$ cat src/pkg/nad_pkg.sv
// Shared constants and operation codes of the nibble datapath
package nad_pkg;

  // Widths
  localparam int DATA_W    = 4;
  localparam int ADDR_W    = 8;
  localparam int GEN_W     = 5;
  localparam int BIT_W     = 2;
  localparam int SFR_IDX_W = 3;
  localparam int SFR_COUNT = 8;

  // Upper bits that place a 5-bit operand in the general half of a page
  localparam logic [2:0] GEN_BASE = 3'h1;

  // Reset values and nibble constants
  localparam logic [3:0] ACC_RESET   = 4'h0;
  localparam logic       CARRY_RESET = 1'h0;
  localparam logic       ZERO_RESET  = 1'h0;
  localparam logic [3:0] SFR_RESET   = 4'h0;
  localparam logic [3:0] ONE         = 4'h1;
  localparam logic [3:0] NIBBLE_ZERO = 4'h0;

  // Operation codes issued by the decoder
  typedef enum logic [4:0] {
    op_nop                  = 5'b00000,
    op_add_mem_carry        = 5'b00001,
    op_add_literal_carry    = 5'b00010,
    op_increment_mem        = 5'b00011,
    op_decrement_mem        = 5'b00100,
    op_xor_mem              = 5'b00101,
    op_rotate_mem_right     = 5'b00110,
    op_rotate_mem_left      = 5'b00111,
    op_store_acc            = 5'b01000,
    op_load_accumulator     = 5'b01001,
    op_and_mem              = 5'b01010,
    op_or_mem               = 5'b01011,
    op_sub_mem_borrow       = 5'b01100,
    op_sub_literal_borrow   = 5'b01101,
    op_bit_clear            = 5'b01110,
    op_bit_set              = 5'b01111,
    op_reg_to_mem_move      = 5'b10000,
    op_mem_to_reg_move      = 5'b10001,
    op_literal_to_reg_move  = 5'b10010,
    op_literal_to_acc       = 5'b10011,
    op_and_literal          = 5'b10100,
    op_or_literal           = 5'b10101,
    op_xor_literal          = 5'b10110,
    op_increment_acc        = 5'b10111,
    op_decrement_acc        = 5'b11000,
    op_rotate_acc_right_carry = 5'b11001,
    op_rotate_acc_left_carry  = 5'b11010,
    op_rotate_acc_right     = 5'b11011,
    op_rotate_acc_left      = 5'b11100,
    op_negate_acc           = 5'b11101,
    op_carry_clear          = 5'b11110,
    op_carry_set            = 5'b11111
  } nad_op_t;

endpackage : nad_pkg

$ cat src/hw/nad_alu.sv
// Combinational result and flag unit of the nibble datapath
`timescale 1ns/1ps
module nad_alu (
  // Operation and operands
  input  wire nad_pkg::nad_op_t op,
  input  wire logic [3:0]       acc,
  input  wire logic [3:0]       operand,
  input  wire logic             carry,
  input  wire logic [1:0]       bit_pos,
  // Result and flag controls
  output logic      [3:0]       result,
  output logic                  carry_out,
  output logic                  carry_we,
  output logic                  zero_we
);

  logic [4:0] sum;

  always_comb
  begin
    sum       = 5'h00;
    result    = acc;
    carry_out = carry;
    carry_we  = 1'b0;
    zero_we   = 1'b0;
    case (op)
      nad_pkg::op_add_mem_carry, nad_pkg::op_add_literal_carry:
      begin
        sum       = {1'b0, acc} + {1'b0, operand} + {4'h0, carry};
        result    = sum[3:0];
        carry_out = sum[4];
        carry_we  = 1'b1;
        zero_we   = 1'b1;
      end
      nad_pkg::op_sub_mem_borrow, nad_pkg::op_sub_literal_borrow:
      begin
        sum       = {1'b0, acc} - {1'b0, operand} - {4'h0, ~carry};
        result    = sum[3:0];
        carry_out = ~sum[4];
        carry_we  = 1'b1;
        zero_we   = 1'b1;
      end
      nad_pkg::op_increment_mem:
      begin
        sum       = {1'b0, operand} + {1'b0, nad_pkg::ONE};
        result    = sum[3:0];
        carry_out = sum[4];
        carry_we  = 1'b1;
        zero_we   = 1'b1;
      end
      nad_pkg::op_decrement_mem:
      begin
        sum       = {1'b0, operand} - {1'b0, nad_pkg::ONE};
        result    = sum[3:0];
        carry_out = ~sum[4];
        carry_we  = 1'b1;
        zero_we   = 1'b1;
      end
      nad_pkg::op_increment_acc:
      begin
        sum       = {1'b0, acc} + {1'b0, nad_pkg::ONE};
        result    = sum[3:0];
        carry_out = sum[4];
        carry_we  = 1'b1;
        zero_we   = 1'b1;
      end
      nad_pkg::op_decrement_acc:
      begin
        sum       = {1'b0, acc} - {1'b0, nad_pkg::ONE};
        result    = sum[3:0];
        carry_out = ~sum[4];
        carry_we  = 1'b1;
        zero_we   = 1'b1;
      end
      nad_pkg::op_rotate_mem_right:
      begin
        result    = {carry, operand[3:1]};
        carry_out = operand[0];
        carry_we  = 1'b1;
        zero_we   = 1'b1;
      end
      nad_pkg::op_rotate_mem_left:
      begin
        result    = {operand[2:0], carry};
        carry_out = operand[3];
        carry_we  = 1'b1;
        zero_we   = 1'b1;
      end
      nad_pkg::op_rotate_acc_right_carry:
      begin
        result    = {carry, acc[3:1]};
        carry_out = acc[0];
        carry_we  = 1'b1;
        zero_we   = 1'b1;
      end
      nad_pkg::op_rotate_acc_left_carry:
      begin
        result    = {acc[2:0], carry};
        carry_out = acc[3];
        carry_we  = 1'b1;
        zero_we   = 1'b1;
      end
      nad_pkg::op_rotate_acc_right:
      begin
        result  = {acc[0], acc[3:1]};
        zero_we = 1'b1;
      end
      nad_pkg::op_rotate_acc_left:
      begin
        result  = {acc[2:0], acc[3]};
        zero_we = 1'b1;
      end
      nad_pkg::op_negate_acc:
      begin
        result  = nad_pkg::NIBBLE_ZERO - acc;
        zero_we = 1'b1;
      end
      nad_pkg::op_xor_mem, nad_pkg::op_xor_literal:
      begin
        result  = acc ^ operand;
        zero_we = 1'b1;
      end
      nad_pkg::op_and_mem, nad_pkg::op_and_literal:
      begin
        result  = acc & operand;
        zero_we = 1'b1;
      end
      nad_pkg::op_or_mem, nad_pkg::op_or_literal:
      begin
        result  = acc | operand;
        zero_we = 1'b1;
      end
      nad_pkg::op_load_accumulator:
      begin
        result  = operand;
        zero_we = 1'b1;
      end
      nad_pkg::op_bit_clear:
        result = operand & ~(4'h1 << bit_pos);
      nad_pkg::op_bit_set:
        result = operand | (4'h1 << bit_pos);
      nad_pkg::op_reg_to_mem_move, nad_pkg::op_mem_to_reg_move,
      nad_pkg::op_literal_to_reg_move, nad_pkg::op_literal_to_acc:
        result = operand;
      nad_pkg::op_carry_clear:
      begin
        carry_out = 1'b0;
        carry_we  = 1'b1;
      end
      nad_pkg::op_carry_set:
      begin
        carry_out = 1'b1;
        carry_we  = 1'b1;
      end
      default:
        result = acc;
    endcase
  end

endmodule : nad_alu

$ cat src/hw/nad_datapath.sv
// Nibble accumulator datapath: flags, register group and memory write-back
// Contract
// - Add with carry from memory or literal; low nibble to accumulator, overflow to carry.
// - Increment memory nibble, write back, update carry and zero.
// - Decrement memory nibble modulo 16, write back, update carry and zero.
// - Exclusive-or memory into accumulator, update zero only.
// - Rotate memory right through carry as five-bit ring, write back.
// - Rotate memory left through carry, write back.
// - Store accumulator leaves flags; load accumulator updates zero.
// - And memory into accumulator, update zero.
// - Subtract operand and inverted carry; carry set when no borrow.
// - Or memory into accumulator.
// - Clear or set one bit of a general location, flags untouched.
// - Five-bit operations reach only locations 0x20 to 0x3f of a page.
// - Moves between register group and general memory leave flags.
// - Literal into indexed register, flags untouched.
// - Literal into accumulator, flags untouched.
// - Literal and, or, xor into accumulator; all three update zero.
// - Increment and decrement accumulator modulo 16, update carry and zero.
// - Plain accumulator rotates without carry, update zero.
// - Accumulator becomes zero minus accumulator, update zero.
// - Carry clear and set touch nothing else.
// - Every operation takes one word and one cycle.
`timescale 1ns/1ps
module nad_datapath #(
  parameter int SFR_COUNT = nad_pkg::SFR_COUNT
) (
  // Clock and reset
  input  wire  logic                    ref_clk,
  input  wire  logic                    nrst,
  // Decoder request
  input  wire  logic                    op_valid,
  input  wire  nad_pkg::nad_op_t        op_code,
  input  wire  logic [7:0]              op_addr,
  input  wire  logic [3:0]              op_literal,
  input  wire  logic [1:0]              op_bit,
  input  wire  logic [2:0]              op_sfr,
  // Data memory
  output logic       [7:0]              mem_raddr,
  input  wire  logic [3:0]              mem_rdata,
  output logic                          mem_we,
  output logic       [7:0]              mem_waddr,
  output logic       [3:0]              mem_wdata,
  // Core state
  output logic       [3:0]              accumulator,
  output logic                          carry_flag,
  output logic                          zero_flag,
  output logic       [4*SFR_COUNT-1:0]  special_function_register,
  output logic                          op_done
);

  logic [3:0]       operand;
  logic [3:0]       fwd_rdata;
  logic [3:0]       sfr_value;
  logic [3:0]       alu_result;
  logic             alu_carry;
  logic             alu_carry_we;
  logic             alu_zero_we;
  nad_pkg::nad_op_t op_eff;

  // Operation picks a short general address
  function automatic logic short_addr(input nad_pkg::nad_op_t op);
    short_addr = (op == nad_pkg::op_bit_clear) || (op == nad_pkg::op_bit_set) ||
                 (op == nad_pkg::op_reg_to_mem_move) || (op == nad_pkg::op_mem_to_reg_move);
  endfunction : short_addr

  // Operation takes the literal as operand
  function automatic logic uses_literal(input nad_pkg::nad_op_t op);
    case (op)
      nad_pkg::op_add_literal_carry, nad_pkg::op_sub_literal_borrow,
      nad_pkg::op_literal_to_reg_move, nad_pkg::op_literal_to_acc,
      nad_pkg::op_and_literal, nad_pkg::op_or_literal, nad_pkg::op_xor_literal:
        uses_literal = 1'b1;
      default:
        uses_literal = 1'b0;
    endcase
  endfunction : uses_literal

  // Operation writes the data memory
  function automatic logic writes_mem(input nad_pkg::nad_op_t op);
    case (op)
      nad_pkg::op_increment_mem, nad_pkg::op_decrement_mem,
      nad_pkg::op_rotate_mem_right, nad_pkg::op_rotate_mem_left,
      nad_pkg::op_store_acc, nad_pkg::op_bit_clear, nad_pkg::op_bit_set,
      nad_pkg::op_reg_to_mem_move:
        writes_mem = 1'b1;
      default:
        writes_mem = 1'b0;
    endcase
  endfunction : writes_mem

  // Operation writes the register group
  function automatic logic writes_sfr(input nad_pkg::nad_op_t op);
    writes_sfr = (op == nad_pkg::op_mem_to_reg_move) || (op == nad_pkg::op_literal_to_reg_move);
  endfunction : writes_sfr

  // Operation writes the accumulator
  function automatic logic writes_acc(input nad_pkg::nad_op_t op);
    case (op)
      nad_pkg::op_add_mem_carry, nad_pkg::op_add_literal_carry, nad_pkg::op_xor_mem,
      nad_pkg::op_load_accumulator, nad_pkg::op_and_mem, nad_pkg::op_or_mem,
      nad_pkg::op_sub_mem_borrow, nad_pkg::op_sub_literal_borrow, nad_pkg::op_literal_to_acc,
      nad_pkg::op_and_literal, nad_pkg::op_or_literal, nad_pkg::op_xor_literal,
      nad_pkg::op_increment_acc, nad_pkg::op_decrement_acc,
      nad_pkg::op_rotate_acc_right_carry, nad_pkg::op_rotate_acc_left_carry,
      nad_pkg::op_rotate_acc_right, nad_pkg::op_rotate_acc_left, nad_pkg::op_negate_acc:
        writes_acc = 1'b1;
      default:
        writes_acc = 1'b0;
    endcase
  endfunction : writes_acc

  assign op_eff = op_valid ? op_code : nad_pkg::op_nop;

  assign mem_raddr = short_addr(op_eff) ? {nad_pkg::GEN_BASE, op_addr[4:0]} : op_addr;

  // Forward last write so back-to-back operations see fresh data
  assign fwd_rdata = (mem_we && (mem_waddr == mem_raddr)) ? mem_wdata : mem_rdata;
  assign sfr_value = special_function_register[4*op_sfr +: 4];

  always_comb
  begin
    if (uses_literal(op_eff))
      operand = op_literal;
    else if (op_eff == nad_pkg::op_reg_to_mem_move)
      operand = sfr_value;
    else if (op_eff == nad_pkg::op_store_acc)
      operand = accumulator;
    else
      operand = fwd_rdata;
  end

  nad_alu u_alu (
    .op        (op_eff),
    .acc       (accumulator),
    .operand   (operand),
    .carry     (carry_flag),
    .bit_pos   (op_bit),
    .result    (alu_result),
    .carry_out (alu_carry),
    .carry_we  (alu_carry_we),
    .zero_we   (alu_zero_we)
  );

  always_ff @(posedge ref_clk or negedge nrst)
  begin
    if (!nrst)
      accumulator <= nad_pkg::ACC_RESET;
    else if (writes_acc(op_eff))
      accumulator <= alu_result;
  end

  always_ff @(posedge ref_clk or negedge nrst)
  begin
    if (!nrst)
      carry_flag <= nad_pkg::CARRY_RESET;
    else if (alu_carry_we)
      carry_flag <= alu_carry;
  end

  always_ff @(posedge ref_clk or negedge nrst)
  begin
    if (!nrst)
      zero_flag <= nad_pkg::ZERO_RESET;
    else if (alu_zero_we)
      zero_flag <= (alu_result == nad_pkg::NIBBLE_ZERO);
  end

  always_ff @(posedge ref_clk or negedge nrst)
  begin
    if (!nrst)
    begin
      mem_we    <= 1'b0;
      mem_waddr <= 8'h00;
      mem_wdata <= 4'h0;
    end
    else
    begin
      mem_we <= writes_mem(op_eff);
      if (writes_mem(op_eff))
      begin
        mem_waddr <= mem_raddr;
        mem_wdata <= alu_result;
      end
    end
  end

  always_ff @(posedge ref_clk or negedge nrst)
  begin
    if (!nrst)
      special_function_register <= {SFR_COUNT{nad_pkg::SFR_RESET}};
    else if (writes_sfr(op_eff))
      special_function_register[4*op_sfr +: 4] <= alu_result;
  end

  always_ff @(posedge ref_clk or negedge nrst)
  begin
    if (!nrst)
      op_done <= 1'b0;
    else
      op_done <= op_valid;
  end
endmodule : nad_datapath

$ cat config.mk
export PLATFORM = sky130hd
export DESIGN_NAME = nad_datapath
export DESIGN_NICKNAME = d
export VERILOG_FILES = /design/src/pkg/nad_pkg.sv /design/src/hw/nad_alu.sv /design/src/hw/nad_datapath.sv
export SDC_FILE = /design/constraint.sdc
export NUM_CORES = 1
export LEC_CHECK = 0
export BUFFER_PORTS_ARGS = -buffer_cell sky130_fd_sc_hd__clkbuf_2
export CAP_MARGIN = 20
export CORE_MARGIN = 3
export CORE_UTILIZATION = 50
export CTS_CLUSTER_SIZE = 20
export DETAILED_ROUTE_END_ITERATION = 7
export PLACE_DENSITY = 0.76
export SKIP_LAST_GASP = 1
export SLEW_MARGIN = 20
export SYNTH_ARGS = -nofsm -noshare
export SYNTH_HDL_FRONTEND = slang
export SYNTH_SLANG_ARGS = --single-unit
$ cat constraint.sdc
create_clock -name ref_clk -period 4.4 [get_ports ref_clk]
set_clock_uncertainty 0.05 [all_clocks]
set_input_delay 0.44 -clock ref_clk [delete_from_list [all_inputs] [get_ports ref_clk]]
set_output_delay 0.44 -clock ref_clk [all_outputs]
set_load 0.005 [all_outputs]
---- After elaboration in Yosys (flattened, before gate mapping) ----
Memory sizes are Yosys's and may differ from the RTL's. A register that Yosys moved wholly into a read port is not among the register bits.
Index checks and enable logic that the tools add are counted.
operators by class
  equal/unequal tests ..................... 32
  bitwise operators ....................... 10
  add/sub/neg operators ................... 10
  shifts and indexed selects .............. 4
  mux-type cells .......................... 12
  reductions and logical operators ........ 18
operators by type and width
  cell                     count
  $eq 5x5->1 const B       16
  $pmux 4 s19              1
  $eq 5x4->1 const B       8
  $neg 5->34               1
  $shift 4x34->32 const A  1
  $shiftx 4x34->32         1
  $bwmux 32                1
  $shiftx 32x6->4          1
  $reduce_or 22->1         1
  $eq 5x3->1 const B       4
  $mux 4                   4
  $reduce_or 14->1         1
  $pmux 1 s12              1
  $reduce_bool 12->1       1
  $add 4x1->5 const B      2
  $eq 5x2->1 const B       2
  $reduce_or 2->1          5
  $sub 4x1->5 const B      2
  $and 4x4->4              2
  $eq 8x8->1               1
  $mux 8                   1
  $or 4x4->4               2
  $reduce_or 7->1          1
  $add 4x4->5              1
  17 further kinds         25
storage, ports and cells
  register bits ........................... 51
  memories ................................ 3
  input bits .............................. 29
  ROM bits ................................ 96
  output and inout bits ................... 60
memory list
  memory           words  bits a word  read ports  clocked after memory_dff  write ports  line                source
  (no name shown)  32     1            1           1                         0            nad_datapath.sv:81  case (op)
  (no name shown)  32     1            1           0                         0            nad_datapath.sv:81
  (no name shown)  32     1            1           0                         0            nad_datapath.sv:99  case (op)

---- Longest topological paths before layout ----
  depth in word-level cells ............... 17
  mapped depth ............................ 27
  depth with buffers taken out ............ 20

---- By module ----
A second synthesis with hierarchy kept.
second synthesis, totals
  cell total of the unflattened synthesis .. 528
  area, all modules ....................... 4858.4 sq um
modules (own cells, without submodules)
  module        area an instance (sq um)  times used  cells an instance
  nad_datapath  3031.7                    1           264
  nad_alu       1826.8                    1           264

---- Worst setup path after synthesis ----
OpenSTA, ideal clock, no wires.
  path kind ............................... input-to-reg
  start ................................... in op_valid
  end ..................................... reg special_function_register[23]
  library setup time ...................... 0.127 ns
  cell stages on the path ................. 25
  buffers on the path ..................... 6
  arrival ................................. 5.474 ns
  slack ................................... -1.251 ns
  cells stage by stage .................... buf_2 clkbuf_1 nand2_1 ha_1 buf_2 or2_1 buf_2 a221o_1 a311o_1 o41a_1 a31o_1 buf_6 fa_1 inv_1 ha_1 o21ai_0 nand3b_1 xnor2_1 nor2_1 a211o_1 a2111oi_1 o41ai_2 o32ai_2 buf_6 o31ai_1
on the way
  longest elaborated chain between the ends .. 17
RTL lines
  element                                            line                               source
  from (decl)                                        nad_datapath.sv:32                 input wire logic op_valid,
  $mux 5 *                                           nad_datapath.sv:113                assign op_eff = op_valid ? op_code : nad_pkg::op_nop;
  $eq 5x4->1                                         nad_alu.sv:26, nad_datapath.sv:63
  $logic_or 1x1->1 (2 in a row)                      nad_datapath.sv:63                 short_addr = (op == nad_pkg::op_bit_clear) || (op == nad_pkg::op_bit_set) ||
  $logic_or 1x1->1                                   nad_datapath.sv:64                 (op == nad_pkg::op_reg_to_mem_move) || (op == nad_pkg::op_mem_to_reg_move);
  $mux 8                                             nad_datapath.sv:115                assign mem_raddr = short_addr(op_eff) ? {nad_pkg::GEN_BASE, op_addr[4:0]} : op_addr;
  $eq 8x8->1                                         nad_datapath.sv:118                assign fwd_rdata = (mem_we && (mem_waddr == mem_raddr)) ? mem_wdata : mem_rdata;
  $logic_and 1x1->1                                  nad_datapath.sv:118
  $mux 4                                             nad_datapath.sv:118
  $mux 4                                             nad_datapath.sv:127                else if (op_eff == nad_pkg::op_store_acc)
  $mux 4                                             nad_datapath.sv:125                else if (op_eff == nad_pkg::op_reg_to_mem_move)
  $mux 4                                             nad_datapath.sv:123                if (uses_literal(op_eff))
  $sub 4x4->5 / $add 4x4->5 (equally long branches)  nad_alu.sv:37, nad_alu.sv:29
  $sub 5x1->5 / $add 5x1->5 (equally long branches)  nad_alu.sv:37, nad_alu.sv:29
  $pmux 4 s19                                        nad_alu.sv:26                      case (op)
  $shiftx 4x34->32                                   nad_datapath.sv:193                special_function_register[4*op_sfr +: 4] <= alu_result;
  $bwmux 32                                          nad_datapath.sv:193
  to (signal assigned)                               nad_datapath.sv:191                special_function_register <= {SFR_COUNT{nad_pkg::SFR_RESET}};
  to (signal, indexed assignment)                    nad_datapath.sv:193
  to (decl)                                          nad_datapath.sv:48                 output logic [4*SFR_COUNT-1:0] special_function_register,
Mark *: on every way between the ends. The rest lies on a longest branch, timed or not.
A chain may end at the register's enable or synchronous reset.

---- Worst setup path in the final report ----
  start ................................... in op_valid
  end ..................................... reg zero_flag
on the way
  longest elaborated chain between the ends .. 16
RTL lines
  element                                            line                               source
  $mux 5 *                                           nad_datapath.sv:113
  $eq 5x4->1                                         nad_alu.sv:26, nad_datapath.sv:63
  $logic_or 1x1->1 (2 in a row)                      nad_datapath.sv:63
  $logic_or 1x1->1                                   nad_datapath.sv:64
  $mux 8                                             nad_datapath.sv:115
  $eq 8x8->1                                         nad_datapath.sv:118
  $logic_and 1x1->1                                  nad_datapath.sv:118
  $mux 4                                             nad_datapath.sv:118
  $mux 4                                             nad_datapath.sv:127
  $mux 4                                             nad_datapath.sv:125
  $mux 4                                             nad_datapath.sv:123
  $sub 4x4->5 / $add 4x4->5 (equally long branches)  nad_alu.sv:37, nad_alu.sv:29
  $sub 5x1->5 / $add 5x1->5 (equally long branches)  nad_alu.sv:37, nad_alu.sv:29
  $pmux 4 s19                                        nad_alu.sv:26
  $logic_not 4->1                                    nad_datapath.sv:166                zero_flag <= (alu_result == nad_pkg::NIBBLE_ZERO);
  to (signal assigned)                               nad_datapath.sv:164                zero_flag <= nad_pkg::ZERO_RESET;
  to (signal assigned)                               nad_datapath.sv:166
  to (decl)                                          nad_datapath.sv:47                 output logic zero_flag,
Marked as above.

==> results.toml <==
[status]
status = "finished with violations"
violations = "negative setup slack"

[logic_synthesis]
synth_top_flop_cell = "dfrtp_1"
ys_top_cells_by_count = "nand2_1, dfrtp_1, nor2_1"
synthTopCellsByArea = "dfrtp_1, ha_1, nand2_1, mux4_2, mux2_2"
syn_avg_cell_area_um2 = 8.49
yosysTopAreaCellShare_pct = 28.1
syn_inst = 546
yosys_warnings = 0
syn-num-nets = 602
synthMostInstantiatedCell = "nand2_1"
ys_seq_area_share_pct = 28.1
netlist_area_um2 = 4630
synth_edf_count = 0
ys_async_sr_fraction_pct = 100
yosysUniqueCellTypes = 77
ys_ff_latch = 52
yosysTopAreaCell = "dfrtp_1"

[pwr]
worst_ir_drop_vdd_uv = 183
total_power_w = 0.00222
power_density_nw_per_um2 = 370
p_leak_nw = 2.74

[critical_path]
cp-endpoint = "zero_flag"
worstPathArrival_ns = 4.76
rr_startpoint = "mem_waddr[5]"
reg2reg_slack_ns = 0.01
worstSetupPathType = "in -> reg"
startpoint = "op_valid"
endpoint_kind = "flop"
rr_worst_depth = 18
worstPathMaxFanout = 6
r2r-end = "zero_flag"
cp.required_ns = 4.60
startpoint_type = "input port"

[drt]
antenna_left = 0
post_drt_wl_per_cell_um = 20.8
route.detailed.drc = 0
drt-total-wl_mm = 16.6
vias = 5145
via_per_inst = 6.45
firstDrtPassIters = 5
drtIter0Drc = 446

[timing]
setup_violations = 11
max_freq_mhz = 219
tightest_slew_ns = 0.730
fin_crit_ns = 4.57
relSlewSlack_pct = 51.3
drv_slew = 0
hold_viol = 0
post-route-period-util_pct = 104
rsz0062_at_grt = "true"
fin_ws_ns = -0.165
tns_ns = -1.38

[clock_network]
clock-sinks = 52
cts.path.max_buffers = 2
clk_latency_ns = 0.32
numCtsBuffers = 5
cts_max_level = 2
cts_tree = "built"
cts_root_buf = "clkbuf_8"
clk_pin_slew_ns = 0.11

[hold_path]
hp-class = "in -> async"

[final_layout]
fillers = 705
antenna_cells = 0
syn_to_final_growth_pct = 29.4
final_nets = 745
finalCoreUtilization_pct = 67.8
drive_gt1_share_pct = 35.1

[grt]
antenna_found_initial = 0
grt_pass1_wl_mm = 26.2
grt_start_max_net_pins = 53
grt_overflow = 0
globalRouteTotalUtil_pct = 32.1
first_global_vias = 5030

[die]
die_w_um = 102
core_um2 = 8850
rows = 34
num_io_pins = 89
initial_core_util_pct = 52.4
die_y_um = 102
die-area_um2 = 10500

[place]
io_buffers = 88
gp_congestion = 0.949
dp_hpwl_mm = 12.8

[flow_run]
drv_cap = 0
-- metrics by stage --
stage	setup slack [ns]	hold slack [ns]	std cells	instance area, um^2
2_1_floorplan	-0.652	0.0944	546	4730
3_3_place_gp	-0.447	0.429	788	5700
3_5_place_dp	-0.576	0.453	788	5700
4_1_cts	-0.107	0.201	797	5950
5_1_grt	-0.354	0.253	798	6000
6_report	-0.165	0.184	798	6000
-- kinds of logic after synthesis --
family / count (synthesis) / synth area share (%)
xor+xnor: 10 / 1.89
compound gates: 159 / 24.3
buf+inv: 61 / 5.94
simple gates: 202 / 21.7
fa+ha+maj: 27 / 7.94
flops: 52 / 28.1
mux: 35 / 10.1
-- worst min path at each step --
stage | from | end | slack, ns | cells after the start
floorplan | nrst | accumulator[0] | 0.09 | 0
global placement | zero_flag | zero_flag | 0.43 | 1
detailed placement | special_function_register[30] | special_function_register[30] | 0.45 | 2
CTS | nrst | special_function_register[10] | 0.20 | 2
global route | nrst | special_function_register[1] | 0.25 | 2
finish | nrst | special_function_register[10] | 0.18 | 2
-- flip-flops by register name (all words and copies together), names as in the netlist --
signal and cells:
accumulator 4, carry_flag 1, mem_waddr 8, mem_wdata 4
mem_we 1, op_done 1, special_function_register 32, zero_flag 1
-- layout make-up --
class | instances | area, um^2 | share of cell area [%]
multi-input cells | 433 | 3250 | 54.2
flip-flops and latches | 52 | 1300 | 21.7
repair buffers | 171 | 1100 | 18.4
well taps | 108 | 135 | 2.25
inverters | 26 | 108 | 1.79
clock buffers | 5 | 68.8 | 1.15
clock inverters | 3 | 27.5 | 0.459
-- cells in the final DEF (no fill, tap or decap), drive strengths merged, types with 5 or more instances in the layout --
| master | n |
|---|---|
| dfrtp | 52 |
| mux2i | 12 |
| nand4 | 5 |
| nand2 | 76 |
| nor2 | 35 |
| nand3b | 5 |
| nor4 | 6 |
| a21oi | 22 |
| clkbuf | 93 |
| and2 | 6 |
| a31oi | 9 |
| mux2 | 15 |
| a22oi | 5 |
| buf | 83 |
| ha | 23 |
| o21ai | 41 |
| nor2b | 7 |
| nand2b | 7 |
| o31ai | 18 |
| nor3 | 9 |
| inv | 27 |
| nand3 | 19 |
| xnor2 | 6 |
| or2 | 5 |
| mux4 | 8 |
-- worst max-delay path, stage by stage --
cell and delay (ns):
clkbuf_16 0.14, nand2_8 0.08, inv_6 0.04, ha_4 0.15, or2_4 0.24, a221o_1 0.35
a311o_1 0.28, o41a_1 0.31, a31o_1 0.21, fa_1 0.52, inv_2 0.06, ha_4 0.15
o21ai_2 0.12, nand3b_1 0.11, xnor2_1 0.18, nor2_1 0.07, a211o_1 0.26, a2111oi_4 0.21
o41ai_2 0.13, o32ai_2 0.33, buf_6 0.20, a32o_1 0.17
-- routing by layer --
| layer | global-route usage [%] | vias up | part of all wire (%) |
|---|---|---|---|
| met5 | 0 | - | 0 |
| met4 | 16.0 | 0 | 5.4 |
| met3 | 4.30 | 71 | 7.0 |
| met2 | 53.1 | 275 | 47 |
| met1 | 41.1 | 2479 | 40 |
| li1 | - | 2320 | - |
-- timing repair --
item	4_1_cts	5_1_grt
pin swaps	8	6
endpoints found under the setup margin	21	21
resized for setup	27	10
cloned	1	0
setup buffers	0	1
hold buffers	0	0
-- where the power goes --
| part | total [W] | internal, W | switching (W) |
|---|---|---|---|
| clock network | 0.000306 | 0.000118 | 0.000189 |
| registers | 0.000639 | 0.000548 | 0.0000909 |
| logic | 0.00128 | 0.000566 | 0.000710 |
No activity file was read; power rests on OpenSTA's default activity.
